### src/hdl/hosf_regs.vh
// Register map, field positions, reset values and octet codes of the framer.
`ifndef HOSF_REGS_VH
`define HOSF_REGS_VH
`define HOSF_ADR_CTRL      8'h00
`define HOSF_ADR_STATUS    8'h04
`define HOSF_ADR_MASK      8'h08
`define HOSF_ADR_FCS_ERR   8'h0C
`define HOSF_ADR_TX_SAP_ID 8'h10
`define HOSF_ADR_RX_SAP_ID 8'h14
`define HOSF_ADR_MAX_RX_UNIT 8'h18
`define HOSF_ADR_LABELS    8'h1C
`define HOSF_CTRL_PPP      0
`define HOSF_CTRL_FCS16    1
`define HOSF_CTRL_SCR      2
`define HOSF_CTRL_LO_PATH  3
`define HOSF_CTRL_TX_EN    4
`define HOSF_ST_RX_GOOD    0
`define HOSF_ST_FCS_ERR    1
`define HOSF_ST_RX_DROP    2
`define HOSF_ST_UNDERRUN   3
`define HOSF_CTRL_RST      5'h00
`define HOSF_MASK_RST      4'h0
`define HOSF_MAX_RX_UNIT_RST 16'h05DC
`define HOSF_SAP_ID_RST    16'h0000
`define HOSF_FLAG          8'h7E
`define HOSF_ESC           8'h7D
`define HOSF_ESC_XOR       8'h20
`define HOSF_ADDR_NATIVE   8'h04
`define HOSF_ADDR_ALL      8'hFF
`define HOSF_CTRL_UI       8'h03
`define HOSF_HO_NATIVE     8'h18
`define HOSF_HO_PPP_SCR    8'h16
`define HOSF_HO_PPP_PLAIN  8'hCF
`define HOSF_LO_NATIVE     3'h5
`define HOSF_LO_OTHER      3'h0
`define HOSF_MIN_LEN32     16'h0006
`define HOSF_MIN_LEN16     16'h0004
`define HOSF_HDR_NATIVE    16'h0004
`define HOSF_HDR_PPP       16'h0002
`define HOSF_POLY32        32'hEDB88320
`define HOSF_POLY16        16'h8408
`define HOSF_RES32         32'hDEBB20E3
`define HOSF_RES16         16'hF0B8
`endif

### src/hdl/hosf_crc.v
// Reflected octet-wide check-sequence register, all ones after init.
`default_nettype none
module hosf_crc #(
    parameter             WIDTH = 32,
    parameter [WIDTH-1:0] POLY  = 32'hEDB88320
) (
    input  wire             clk_in,
    input  wire             rst_n_in,
    input  wire             init_in,
    input  wire             en_in,
    input  wire [7:0]       data_in,
    output reg  [WIDTH-1:0] crc_out
);
    reg [WIDTH-1:0] next_crc;
    integer         i;

    always @* begin
        next_crc = crc_out;
        for (i = 0; i < 8; i = i + 1) begin
            if (next_crc[0] ^ data_in[i]) begin
                next_crc = (next_crc >> 1) ^ POLY;
            end else begin
                next_crc = next_crc >> 1;
            end
        end
    end

    always @(posedge clk_in or negedge rst_n_in) begin
        if (!rst_n_in) begin
            crc_out <= {WIDTH{1'b1}};
        end else if (init_in) begin
            crc_out <= {WIDTH{1'b1}};
        end else if (en_in) begin
            crc_out <= next_crc;
        end
    end
endmodule
`default_nettype wire

### src/hdl/hosf_scr.v
// Self-synchronous x^43+1 octet scrambler or descrambler, MSB sent first.
`default_nettype none
module hosf_scr #(
    parameter DESCR = 0
) (
    input  wire       clk_in,
    input  wire       rst_n_in,
    input  wire       en_in,
    input  wire       bypass_in,
    input  wire [7:0] data_in,
    output reg  [7:0] data_out,
    output reg        valid_out
);
    reg  [42:0] state;
    reg  [42:0] next_state;
    reg  [7:0]  next_data;
    reg         line_bit;
    integer     i;

    // The state always follows the line bits, so bypass can toggle without a resync hit.
    always @* begin
        next_state = state;
        next_data  = 8'h00;
        line_bit   = 1'b0;
        for (i = 7; i >= 0; i = i - 1) begin
            next_data[i] = bypass_in ? data_in[i] : (data_in[i] ^ next_state[42]);
            line_bit     = (DESCR != 0) ? data_in[i] : next_data[i];
            next_state   = {next_state[41:0], line_bit};
        end
    end

    always @(posedge clk_in or negedge rst_n_in) begin
        if (!rst_n_in) begin
            state     <= 43'h0;
            data_out  <= 8'h00;
            valid_out <= 1'b0;
        end else begin
            valid_out <= en_in;
            if (en_in) begin
                state    <= next_state;
                data_out <= next_data;
            end
        end
    end
endmodule
`default_nettype wire

### src/hdl/hosf_framer.v
// Octet-synchronous framer and deframer with a Wishbone register file.
//
// Decided for this implementation: the Wishbone interface to the registers and the register addresses.
`include "hosf_regs.vh"
`default_nettype none
// Behaviour
// - Native uses 32-bit check sequence; PPP mode selects 16 or 32.
// - Transmitter escapes flag and escape octets inside frame contents.
// - Native receive drops frames shorter than six octets.
// - Native receive drops frames ending before the control field.
// - PPP receive with 16-bit check drops frames under four octets.
// - PPP receive drops frames whose last octet before the flag is escape.
// - Receive drops frames with a zero stop bit.
// - Length, termination and framing drops do not count as check errors.
// - Idle time between frames is filled with flags.
// - Native always scrambles; high-order label is 0x18.
// - Native on lower-order path sends low-order label 101.
// - PPP scrambling optional; label 0x16 when on, 0xCF when off.
// - Native frame: flag, 0x04, 0x03, two-octet id, data, check, flag.
// - One-octet address; accept 0xFF or own 0x04 (native mode only), discard others.
// - Native octets after control are the service access point id.
module hosf_framer (
    input  wire        SYS_CLK_IN,
    input  wire        RESET_N_IN,
    input  wire        WB_CYC_IN,
    input  wire        WB_STB_IN,
    input  wire        WB_WE_IN,
    input  wire [7:0]  WB_ADR_IN,
    input  wire [3:0]  WB_SEL_IN,
    input  wire [31:0] WB_DAT_IN,
    output reg  [31:0] WB_DAT_OUT,
    output reg         WB_ACK_OUT,
    output reg         IRQ_OUT,
    input  wire [7:0]  TX_DATA_IN,
    input  wire        TX_VALID_IN,
    input  wire        TX_LAST_IN,
    output reg         TX_READY_OUT,
    input  wire        LINE_TX_REQ_IN,
    output wire [7:0]  LINE_TX_DATA_OUT,
    output wire        LINE_TX_VALID_OUT,
    input  wire [7:0]  LINE_RX_DATA_IN,
    input  wire        LINE_RX_VALID_IN,
    input  wire        LINE_RX_STOP_IN,
    output reg  [7:0]  RX_DATA_OUT,
    output reg         RX_VALID_OUT,
    output reg         RX_END_OUT,
    output reg         RX_GOOD_OUT,
    output reg  [15:0] RX_SERVICE_ACCESS_POINT_ID_OUT,
    output reg  [7:0]  HIGH_ORDER_PATH_LABEL_OUT,
    output reg  [2:0]  LOW_ORDER_PATH_LABEL_OUT
);
    localparam [7:0] S_IDLE  = 8'h01;
    localparam [7:0] S_ADDR  = 8'h02;
    localparam [7:0] S_CTRL  = 8'h04;
    localparam [7:0] S_SAPH  = 8'h08;
    localparam [7:0] S_SAPL  = 8'h10;
    localparam [7:0] S_DATA  = 8'h20;
    localparam [7:0] S_FCS   = 8'h40;
    localparam [7:0] S_CLOSE = 8'h80;

    reg  [4:0]  ctrl;
    reg  [3:0]  status;
    reg  [3:0]  mask;
    reg  [15:0] fcs_err_cnt;
    reg  [15:0] tx_sap_id;
    reg  [15:0] max_rx_unit;
    wire        native = !ctrl[`HOSF_CTRL_PPP];
    wire        fcs16  = ctrl[`HOSF_CTRL_PPP] & ctrl[`HOSF_CTRL_FCS16];
    wire        scr_on = native | ctrl[`HOSF_CTRL_SCR];
    wire [15:0] hdr    = native ? `HOSF_HDR_NATIVE : `HOSF_HDR_PPP;
    wire [15:0] fcsn   = fcs16 ? 16'h0002 : 16'h0004;

    // Register bus: one wait state, every access answered.
    wire        wb_req = WB_CYC_IN & WB_STB_IN & !WB_ACK_OUT;
    wire        wb_wr  = wb_req & WB_WE_IN;
    wire [15:0] wmask  = {{8{WB_SEL_IN[1]}}, {8{WB_SEL_IN[0]}}};
    wire        st_rd  = wb_req & !WB_WE_IN & (WB_ADR_IN == `HOSF_ADR_STATUS);
    reg  [3:0]  ev;
    reg  [31:0] rd_mux;

    always @* begin
        case (WB_ADR_IN)
            `HOSF_ADR_CTRL:    rd_mux = {27'h0, ctrl};
            `HOSF_ADR_STATUS:  rd_mux = {28'h0, status};
            `HOSF_ADR_MASK:    rd_mux = {28'h0, mask};
            `HOSF_ADR_FCS_ERR: rd_mux = {16'h0, fcs_err_cnt};
            `HOSF_ADR_TX_SAP_ID: rd_mux = {16'h0, tx_sap_id};
            `HOSF_ADR_RX_SAP_ID: rd_mux = {16'h0, RX_SERVICE_ACCESS_POINT_ID_OUT};
            `HOSF_ADR_MAX_RX_UNIT: rd_mux = {16'h0, max_rx_unit};
            `HOSF_ADR_LABELS:  rd_mux = {21'h0, LOW_ORDER_PATH_LABEL_OUT,
                                         HIGH_ORDER_PATH_LABEL_OUT};
            default:           rd_mux = 32'h0;
        endcase
    end

    always @(posedge SYS_CLK_IN or negedge RESET_N_IN) begin
        if (!RESET_N_IN) begin
            WB_ACK_OUT <= 1'b0;
            WB_DAT_OUT <= 32'h0;
            ctrl       <= `HOSF_CTRL_RST;
            mask       <= `HOSF_MASK_RST;
            tx_sap_id  <= `HOSF_SAP_ID_RST;
            max_rx_unit <= `HOSF_MAX_RX_UNIT_RST;
            status     <= 4'h0;
            IRQ_OUT    <= 1'b0;
            HIGH_ORDER_PATH_LABEL_OUT <= `HOSF_HO_NATIVE;
            LOW_ORDER_PATH_LABEL_OUT  <= `HOSF_LO_OTHER;
        end else begin
            WB_ACK_OUT <= wb_req;
            if (wb_req) begin
                WB_DAT_OUT <= WB_WE_IN ? 32'h0 : rd_mux;
            end
            if (wb_wr && WB_SEL_IN[0]) begin
                if (WB_ADR_IN == `HOSF_ADR_CTRL) begin
                    ctrl <= WB_DAT_IN[4:0];
                end
                if (WB_ADR_IN == `HOSF_ADR_MASK) begin
                    mask <= WB_DAT_IN[3:0];
                end
            end
            if (wb_wr && WB_ADR_IN == `HOSF_ADR_TX_SAP_ID) begin
                tx_sap_id <= (tx_sap_id & ~wmask) | (WB_DAT_IN[15:0] & wmask);
            end
            if (wb_wr && WB_ADR_IN == `HOSF_ADR_MAX_RX_UNIT) begin
                max_rx_unit <= (max_rx_unit & ~wmask) | (WB_DAT_IN[15:0] & wmask);
            end
            // A read clears the flags, but an event in that same cycle still lands.
            status  <= (st_rd ? 4'h0 : status) | ev;
            IRQ_OUT <= |(((st_rd ? 4'h0 : status) | ev) & mask);
            if (native) begin
                HIGH_ORDER_PATH_LABEL_OUT <= `HOSF_HO_NATIVE;
            end else begin
                HIGH_ORDER_PATH_LABEL_OUT <= scr_on ? `HOSF_HO_PPP_SCR
                                                    : `HOSF_HO_PPP_PLAIN;
            end
            LOW_ORDER_PATH_LABEL_OUT <= (native && ctrl[`HOSF_CTRL_LO_PATH])
                                        ? `HOSF_LO_NATIVE : `HOSF_LO_OTHER;
        end
    end

    // Transmit: one holding octet in front of the framing state machine.
    reg  [7:0]  tx_state;
    reg  [7:0]  hold;
    reg         hold_last;
    reg         hold_full;
    reg         esc_pend;
    reg  [7:0]  esc_byte;
    reg         abort_pend;
    reg  [1:0]  fcs_idx;
    reg  [7:0]  next_state;
    reg  [7:0]  content;
    reg  [7:0]  line_oct;
    reg         crc_en;
    reg         consume;
    reg         underrun;
    wire [31:0] tx_crc32;
    wire [15:0] tx_crc16;
    wire [31:0] tx_fcs = fcs16 ? {16'h0, ~tx_crc16} : ~tx_crc32;
    wire        take   = TX_READY_OUT & TX_VALID_IN;
    wire        tx_init = LINE_TX_REQ_IN & (tx_state == S_IDLE);

    always @* begin
        next_state = tx_state;
        content    = `HOSF_FLAG;
        crc_en     = 1'b0;
        consume    = 1'b0;
        underrun   = 1'b0;
        case (tx_state)
            S_IDLE: begin
                if (ctrl[`HOSF_CTRL_TX_EN] && hold_full) begin
                    next_state = S_ADDR;
                end
            end
            S_ADDR: begin
                content    = native ? `HOSF_ADDR_NATIVE : `HOSF_ADDR_ALL;
                crc_en     = 1'b1;
                next_state = S_CTRL;
            end
            S_CTRL: begin
                content    = `HOSF_CTRL_UI;
                crc_en     = 1'b1;
                next_state = native ? S_SAPH : S_DATA;
            end
            S_SAPH: begin
                content    = tx_sap_id[15:8];
                crc_en     = 1'b1;
                next_state = S_SAPL;
            end
            S_SAPL: begin
                content    = tx_sap_id[7:0];
                crc_en     = 1'b1;
                next_state = S_DATA;
            end
            S_DATA: begin
                if (hold_full) begin
                    content    = hold;
                    crc_en     = 1'b1;
                    consume    = 1'b1;
                    next_state = hold_last ? S_FCS : S_DATA;
                end else begin
                    // Starved mid-frame: send escape then flag so the far end drops it.
                    content    = `HOSF_ESC;
                    underrun   = 1'b1;
                    next_state = S_CLOSE;
                end
            end
            S_FCS: begin
                content = tx_fcs[8*fcs_idx +: 8];
                if ({14'h0, fcs_idx} == fcsn - 16'h0001) begin
                    next_state = S_CLOSE;
                end
            end
            S_CLOSE: begin
                next_state = S_IDLE;
            end
            default: begin
                next_state = S_IDLE;
            end
        endcase
    end

    wire need_esc = (content == `HOSF_FLAG || content == `HOSF_ESC) && !underrun &&
                    tx_state != S_IDLE && tx_state != S_CLOSE;

    always @* begin
        if (esc_pend) begin
            line_oct = esc_byte;
        end else if (need_esc) begin
            line_oct = `HOSF_ESC;
        end else begin
            line_oct = content;
        end
    end

    always @(posedge SYS_CLK_IN or negedge RESET_N_IN) begin
        if (!RESET_N_IN) begin
            tx_state     <= S_IDLE;
            hold         <= 8'h00;
            hold_last    <= 1'b0;
            hold_full    <= 1'b0;
            TX_READY_OUT <= 1'b1;
            esc_pend     <= 1'b0;
            esc_byte     <= 8'h00;
            abort_pend   <= 1'b0;
            fcs_idx      <= 2'h0;
        end else begin
            abort_pend <= 1'b0;
            if (take) begin
                hold      <= TX_DATA_IN;
                hold_last <= TX_LAST_IN;
            end
            if (LINE_TX_REQ_IN && esc_pend) begin
                esc_pend <= 1'b0;
            end else if (LINE_TX_REQ_IN) begin
                tx_state <= next_state;
                esc_pend <= need_esc;
                esc_byte <= content ^ `HOSF_ESC_XOR;
                abort_pend <= underrun;
                fcs_idx  <= (tx_state == S_FCS) ? fcs_idx + 2'h1 : 2'h0;
            end
            hold_full    <= take | (hold_full & !(consume & LINE_TX_REQ_IN & !esc_pend));
            TX_READY_OUT <= !(take | (hold_full & !(consume & LINE_TX_REQ_IN & !esc_pend)));
        end
    end

    wire tx_crc_en = LINE_TX_REQ_IN & !esc_pend & crc_en;

    hosf_crc #(.WIDTH(32), .POLY(`HOSF_POLY32)) u_tx_crc32 (
        .clk_in(SYS_CLK_IN), .rst_n_in(RESET_N_IN), .init_in(tx_init),
        .en_in(tx_crc_en), .data_in(content), .crc_out(tx_crc32));
    hosf_crc #(.WIDTH(16), .POLY(`HOSF_POLY16)) u_tx_crc16 (
        .clk_in(SYS_CLK_IN), .rst_n_in(RESET_N_IN), .init_in(tx_init),
        .en_in(tx_crc_en), .data_in(content), .crc_out(tx_crc16));

    // Scrambling covers flags too, so the line never shows long fixed runs.
    hosf_scr #(.DESCR(0)) u_tx_scr (
        .clk_in(SYS_CLK_IN), .rst_n_in(RESET_N_IN), .en_in(LINE_TX_REQ_IN),
        .bypass_in(!scr_on), .data_in(line_oct),
        .data_out(LINE_TX_DATA_OUT), .valid_out(LINE_TX_VALID_OUT));

    // Receive: descramble, then hunt for flags and undo escaping.
    wire [7:0]  rx_d;
    wire        rx_dv;
    reg         rx_stop;
    reg         in_frame;
    reg         rx_escp;
    reg         rx_bad;
    reg         rx_addr_bad;
    reg  [15:0] rx_len;
    reg  [31:0] rx_sh;
    reg  [15:0] rx_sap_id;
    wire [31:0] rx_crc32;
    wire [15:0] rx_crc16;

    hosf_scr #(.DESCR(1)) u_rx_scr (
        .clk_in(SYS_CLK_IN), .rst_n_in(RESET_N_IN), .en_in(LINE_RX_VALID_IN),
        .bypass_in(!scr_on), .data_in(LINE_RX_DATA_IN),
        .data_out(rx_d), .valid_out(rx_dv));

    wire        rx_flag = rx_dv & (rx_d == `HOSF_FLAG);
    wire        rx_data = rx_dv & in_frame & !rx_flag & (rx_escp | (rx_d != `HOSF_ESC));
    wire [7:0]  rx_oct  = rx_escp ? (rx_d ^ `HOSF_ESC_XOR) : rx_d;
    wire        bad_now = rx_bad | (rx_dv & !rx_stop);
    wire        too_short = rx_len < (fcs16 ? `HOSF_MIN_LEN16 : `HOSF_MIN_LEN32);
    wire        no_ctrl = native & (rx_len < 16'h0002);
    wire        rx_drop = too_short | no_ctrl | rx_escp | bad_now | rx_addr_bad |
                          (rx_len > max_rx_unit + hdr + fcsn);
    wire        res_ok  = fcs16 ? (rx_crc16 == `HOSF_RES16) : (rx_crc32 == `HOSF_RES32);
    wire        rx_end  = rx_flag & in_frame & (rx_len != 16'h0000);
    wire        fcs_bad = rx_end & !rx_drop & !res_ok;
    wire        rx_ok   = rx_end & !rx_drop & res_ok;

    always @* begin
        ev = 4'h0;
        ev[`HOSF_ST_RX_GOOD]  = rx_ok;
        ev[`HOSF_ST_FCS_ERR]  = fcs_bad;
        ev[`HOSF_ST_RX_DROP]  = rx_end & rx_drop;
        ev[`HOSF_ST_UNDERRUN] = abort_pend;
    end

    hosf_crc #(.WIDTH(32), .POLY(`HOSF_POLY32)) u_rx_crc32 (
        .clk_in(SYS_CLK_IN), .rst_n_in(RESET_N_IN), .init_in(rx_flag),
        .en_in(rx_data), .data_in(rx_oct), .crc_out(rx_crc32));
    hosf_crc #(.WIDTH(16), .POLY(`HOSF_POLY16)) u_rx_crc16 (
        .clk_in(SYS_CLK_IN), .rst_n_in(RESET_N_IN), .init_in(rx_flag),
        .en_in(rx_data), .data_in(rx_oct), .crc_out(rx_crc16));

    always @(posedge SYS_CLK_IN or negedge RESET_N_IN) begin
        if (!RESET_N_IN) begin
            rx_stop      <= 1'b1;
            in_frame     <= 1'b0;
            rx_escp      <= 1'b0;
            rx_bad       <= 1'b0;
            rx_addr_bad  <= 1'b0;
            rx_len       <= 16'h0000;
            rx_sh        <= 32'h0;
            rx_sap_id    <= 16'h0000;
            fcs_err_cnt  <= 16'h0000;
            RX_DATA_OUT  <= 8'h00;
            RX_VALID_OUT <= 1'b0;
            RX_END_OUT   <= 1'b0;
            RX_GOOD_OUT  <= 1'b0;
            RX_SERVICE_ACCESS_POINT_ID_OUT <= 16'h0000;
        end else begin
            if (LINE_RX_VALID_IN) begin
                rx_stop <= LINE_RX_STOP_IN;
            end
            RX_VALID_OUT <= 1'b0;
            RX_END_OUT   <= 1'b0;
            if (fcs_bad) begin
                fcs_err_cnt <= fcs_err_cnt + 16'h0001;
            end
            if (rx_flag) begin
                in_frame    <= 1'b1;
                rx_escp     <= 1'b0;
                rx_bad      <= 1'b0;
                rx_addr_bad <= 1'b0;
                rx_len      <= 16'h0000;
                if (rx_end) begin
                    RX_END_OUT  <= 1'b1;
                    RX_GOOD_OUT <= rx_ok;
                    if (rx_ok) begin
                        RX_SERVICE_ACCESS_POINT_ID_OUT <= native ? rx_sap_id : 16'h0000;
                    end
                end
            end else if (rx_dv && in_frame) begin
                rx_bad  <= bad_now;
                rx_escp <= !rx_escp & (rx_d == `HOSF_ESC);
                if (rx_data) begin
                    rx_len <= (rx_len == 16'hFFFF) ? rx_len : rx_len + 16'h0001;
                    rx_sh  <= {rx_sh[23:0], rx_oct};
                    if (rx_len == 16'h0000) begin
                        rx_addr_bad <= (rx_oct != `HOSF_ADDR_ALL) &&
                                       !(native && rx_oct == `HOSF_ADDR_NATIVE);
                    end
                    if (rx_len == 16'h0002) begin
                        rx_sap_id[15:8] <= rx_oct;
                    end
                    if (rx_len == 16'h0003) begin
                        rx_sap_id[7:0] <= rx_oct;
                    end
                    // Data leaves only once the trailing check octets are known.
                    // A pending escape here is part of this octet, not a reason to hold data.
                    if (rx_len >= hdr + fcsn && !bad_now && !rx_addr_bad) begin
                        RX_VALID_OUT <= 1'b1;
                        RX_DATA_OUT  <= fcs16 ? rx_sh[15:8] : rx_sh[31:24];
                    end
                end
            end
        end
    end
endmodule
`default_nettype wire

### config.mk
export PLATFORM = sky130hd
export DESIGN_NAME = hosf_framer
export DESIGN_NICKNAME = d
export VERILOG_FILES = /design/src/hdl/hosf_crc.v /design/src/hdl/hosf_scr.v /design/src/hdl/hosf_framer.v
export VERILOG_INCLUDE_DIRS = /design/src /design/src/hdl
export SDC_FILE = /design/constraint.sdc
export NUM_CORES = 1
export LEC_CHECK = 0
export ABC_CLOCK_PERIOD_IN_PS = 8800
export BUFFER_PORTS_ARGS = -buffer_cell sky130_fd_sc_hd__buf_2
export CAP_MARGIN = 20
export CORE_ASPECT_RATIO = 0.75
export CORE_MARGIN = 4
export CORE_UTILIZATION = 45
export CTS_CLUSTER_DIAMETER = 200
export DETAILED_ROUTE_END_ITERATION = 10
export GPL_ROUTABILITY_DRIVEN = 0
export GPL_TIMING_DRIVEN = 0
export PLACE_DENSITY_LB_ADDON = 0.15
export SETUP_SLACK_MARGIN = 0.15
export SLEW_MARGIN = 0
export SYNTH_ARGS = -nofsm -noshare
export SYNTH_HDL_FRONTEND = slang
export SYNTH_SLANG_ARGS = --single-unit
export TNS_END_PERCENT = 20
### constraint.sdc
create_clock -name SYS_CLK_IN -period 8.8 [get_ports SYS_CLK_IN]
set_clock_uncertainty 0.05 [all_clocks]
set_input_delay 1.32 -clock SYS_CLK_IN [delete_from_list [all_inputs] [get_ports SYS_CLK_IN]]
set_output_delay 1.32 -clock SYS_CLK_IN [all_outputs]
set_load 0.005 [all_outputs]
# Word-level counts from Yosys, hierarchy flattened
# Cells that the tools add are included.
# word_totals
ff_bits	433
inputBits	70
out_inout_bits	82
# op_classes
shifts	1
bitwise_logic	129
order_cmp	4
n_addsub	7
n_reduce_logical	52
n_eq_ne	32
mux	109
# ops
operator	n
32-bit two-way mux	22
16-bit two-way mux	25
13-bit NOT with 14-bit output	16
16-bit case mux with 8 select lines	1
8-bit two-way mux	10
8-bit case mux with 7 select lines	1
16-bit AND	3
2-bit NOT with 3-bit output	16
8-bit case mux with 6 select lines	1
1-bit bitwise XOR	48
8-bit by 5-bit == test with 1-bit output (second input constant)	5
8-bit by 7-bit == test with 1-bit output (second input constant)	5
1-bit two-way mux	39
16-bit by 1-bit adder with 16-bit output (second input constant)	2
16-bit by 3-bit adder with 16-bit output	2
16-bit == test (second input constant)	2
16-bit by 2-bit == test with 1-bit output (second input constant)	2
32-bit == test (second input constant)	1
16-bit NOT	2
32-bit NOT	1
16-bit OR	2
32-bit by 6-bit indexed part select with 8-bit output	1
1-bit AND	26
8-bit by 3-bit == test with 1-bit output (second input constant)	3
other kinds (38)	98

# Depth between registers and ports, before layout
# logic_depth
word_depth	22
depth_mapped	23
depth_no_buf	21

# By module
# A second synthesis with hierarchy kept.
# unflattened
hier_cells	1922
hier_area_um2	22260.1
# by_module_without_submodules
mod	n_inst	seq_area_each_um2	area_each_um2	cells_per_inst
hosf_framer	1	5295.1	11310.8	1135
hosf_crc at u_rx_crc32 ...	2	840.8	2239.6	170
hosf_scr at u_rx_scr	1	1301.2	2301.0	151
hosf_scr at u_tx_scr	1	1101.1	2114.5	134
hosf_crc at u_rx_crc16 ...	2	420.4	1027.2	81

# Least setup slack after synthesis
# No wires, ideal clock.
# synth_timing
path_type	register to register
startpoint	register ctrl[0]
endpoint	register fcs_err_cnt[11]
path_slack_ps	3498
t_required_ps	8627
arrival_ps	5129
path_stages_with_launch	24
period_less_slack_ps	5302
n_path_buf	3
path_cell_list	dfrtp_1 -> nand2_1 -> buf_2 -> buf_1 -> inv_1 -> fa_1 -> ha_1 -> inv_1 -> fa_1 -> and3b_1 -> and2_1 -> nand2_1 -> xor2_1 -> ha_1 -> a21o_1 -> a221oi_1 -> nor2_1 -> a211oi_1 -> o211ai_1 -> a21oi_1 -> and4_1 -> clkbuf_1 -> nand4_1 -> xnor2_1
# synth_between
elab_chain_len	11
# synth_lines
element	line_no	source
start: declaration	hosf_framer.v:61	reg [4:0] ctrl;
start signal: assignment	hosf_framer.v:100	ctrl <= `HOSF_CTRL_RST;
start signal: assignment	hosf_framer.v:115	ctrl <= WB_DAT_IN[4:0];
branches (longest 10 deep; another with 16-bit by 3-bit adder with 16-bit output)	n/a	
1-bit AND (*)	hosf_framer.v:310	wire fcs_bad = rx_end & !rx_drop & !res_ok;
end signal: assignment	hosf_framer.v:351	fcs_err_cnt <= fcs_err_cnt + 16'h0001;
end: declaration	hosf_framer.v:64	reg [15:0] fcs_err_cnt;
# Every way passes the cells marked *.
# A chain may end at the register's enable or synchronous reset.

# Worst setup path in the final report
# Same ends and word-level chain as after synthesis.

==> results.json <==
{
  "status": "completed",
  "yosys_warnings": 0,
  "vias": 15102,
  "p_leak_nw": 10.6,
  "syn_area_per_cell_sq_um": 10.8,
  "gr-total-overflow": 0,
  "htreeDepth": 2,
  "finalHoldViolCount": 0,
  "grt_max_degree": 126,
  "postSynth.asyncResetShare_pct": 100,
  "yosys_most_used_dff": "dfrtp_1",
  "synth_seq_cells": 403,
  "reg2reg_from": "ctrl[0]",
  "setup_violations": 0,
  "cts_buffers": 44,
  "p_total_w": 0.00679,
  "cts_root_buffer": "clkbuf_16",
  "fin_cells": 2697,
  "path_max_fanout": 10,
  "cp_num_buf_inv": 5,
  "core_area_sq_um": 44800,
  "die_y_um": 192,
  "dr.pass1.iters": 5,
  "tightest_slew_ns": 1.33,
  "dr_wl_met3_um": 4790,
  "path_clk_slew_ns": 0.06,
  "crit_required_ns": 9.19,
  "maxSlewHeadroom_pct": 11.3,
  "holdBufCountCts": 0,
  "m1WireLength_um": 28400,
  "critPathSlowestCell": "buf_1",
  "post_cts_buffers": 0,
  "io_pins": 152,
  "layout-drive-gt1-share_pct": 24.7,
  "crit_path_start": "ctrl[0]",
  "die-width_um": 254,
  "rsz0062_at_grt": "no",
  "rows": 67,
  "ys_seq_area_share_pct": 50.1,
  "clock.fmax_mhz": 146,
  "rrSetupSlack_ns": 1.97,
  "stdcell_area_sq_um": 23500,
  "io_buffers": 114,
  "arrival_ns": 7.22,
  "maxCapViolations": 0,
  "track_usage_pct": 23.4,
  "final_core_util_pct": 52.4,
  "cts_resized": 0,
  "met2_wirelength_um": 22300,
  "slew_viol_final": 0,
  "antenna_found_initial": 2,
  "synth_cell_types": 80,
  "cp_top_family": "compound AO/OA/AOI/OAI gates",
  "cts_sinks": 403,
  "cp_cell_sequence": "nand2_1 > buf_2 > buf_1 > inv_1 > fa_1 > ha_1 > inv_1 > fa_1 > and3b_1 > and2_1 > nand2_1 > xor2_1 > ha_1 > a21o_1 > a221oi_1 > nor2_1 > a211oi_1 > o211ai_1 > a21oi_1 > and4_1 > clkbuf_1 > nand4_1 > xnor2_1",
  "crit_path_end_kind": "register",
  "layout.cells.most_common": "dfrtp_1",
  "routed_wl_um": 56900,
  "synth_area_sq_um": 20400,
  "area_delta_synth_final_pct": 15.0,
  "drc_errors": 0,
  "highest_layer": "met5",
  "final_antenna_net_count": 0,
  "p_per_area_nw_per_um2": 289,
  "worst_path_largest_cell_delay_ns": 0.72,
  "start_kind": "register",
  "placed_area_sq_um": 21900,
  "routed_via_density": 5.60,
  "dieArea_sq_um": 48900,
  "drtIter0Drc": 1562,
  "clock_latency_ns": 0.55,
  "wl_per_cell_um": 21.1,
  "cts_max_path_buffers": 3,
  "dp_cells": 2614,
  "dpl.hpwl_um": 41800,
  "nets": 2171,
  "syn_inst": 1892,
  "layout_common_cells": "295 x dfrtp_1, 273 x nand2_1, 147 x mux2_2",
  "grt_pass1_wl_um": 89100,
  "grt_pass1_vias": 14787,
  "fin_setup_tns_ns": 0,
  "hold_class": "reg2reg",
  "cts_tree": "done",
  "period_minus_slack_ns": 6.83,
  "critical_path_class": "reg2reg",
  "initial_utilization_pct": 45.6,
  "synth_edf_count": 0,
  "hold_path.startpoint": "rx_sh[17]",
  "finalCritPeriodShare_pct": 77.6,
  "vdd_ir_drop_max_mv": 0.202
}
==> final timing paths <==
kind / end / cells past startpoint
max: fcs_err_cnt[11] / 23
max reg2reg: fcs_err_cnt[11] / 23
max in group asynchronous: u_rx_scr.state[17] / 3
min in group asynchronous: rx_len[6] / 1
min: rx_sh[25] / 2
min reg2reg: rx_sh[25] / 2
==> logic make-up (layout without fill, tap and decap cells) <==
group	after synthesis	after routing	synth area share, %
buffers and inverters	157	358	3.71
AOI/OAI and AO/OA	321	321	9.88
DFF	403	403	50.1
xor gates and xnor gates	242	242	11.9
muxes	172	172	9.64
other	1	19	0.0184
adders and majority gates	27	27	1.76
and+or+nand+nor	569	569	13.0
==> worst register-to-register path, delay by kind of cell (launching register included) <==
kind | cells | cell delay [ns]
AO/OA/AOI/OAI | 5 | 1.70
XOR/XNOR | 2 | 0.30
adder cells (fa/ha/maj) | 4 | 1.11
buffers and inverters | 5 | 1.66
flip-flops | 1 | 0.51
AND/OR/NAND/NOR | 7 | 1.41
==> per-layer routing <==
metal / GRT usage [%] / vias up
met5: 0 / -
met4: 6.05 / 2
met3: 5.70 / 85
met2: 31.1 / 570
met1: 37.5 / 7526
li1: - / 6919
==> report_power, final <==
group | internal [W] | leakage [nW] | switching [W]
clock network | 0.00122 | 0.782 | 0.000769
registers | 0.00232 | 4.92 | 0.000292
logic | 0.000980 | 4.87 | 0.00121
==> stage by stage <==
step	hold slack [ns]	worst slack, ns
5_1_grt	0.445	1.38
2_1_floorplan	0.355	3.50
6_report	0.408	1.97
3_3_place_gp	0.399	-1.63
4_1_cts	0.419	1.96
3_5_place_dp	0.403	2.01
==> area by class of cell <==
type	count	area, sq um
Antenna cell	1	2.50
Buffer	132	664
Clock buffer	63	1310
Clock inverter	19	263
Fill cell	4031	21300
Inverter	25	93.8
Multi-Input combinational cell	1349	9510
Sequential cell	403	10200
Tap cell	586	733
Timing Repair Buffer	119	678
==> cell usage after synthesis (all sizes together), types with 25 or more instances <==
master    n  area, sq um
nand3    37          190
clkbuf   78          297
dfrtp   295         7380
o211ai   25          188
buf      54          368
nor3     69          362
dfstp   108         2840
xnor2   138         1250
xor2     86          772
a21oi    96          480
nor2     79          297
mux2    147         1660
nand2   273         1020
o21ai    84          420
==> state kept, by name, summed over array words and instances (netlist names), 32 cells and up, named ones only <==
signal and cells:
u_rx_crc32.crc_out 32, u_tx_scr.state 43, rx_sh 32, u_rx_scr.state 43, u_tx_crc32.crc_out 32
(Power assumes the default switching activity.)
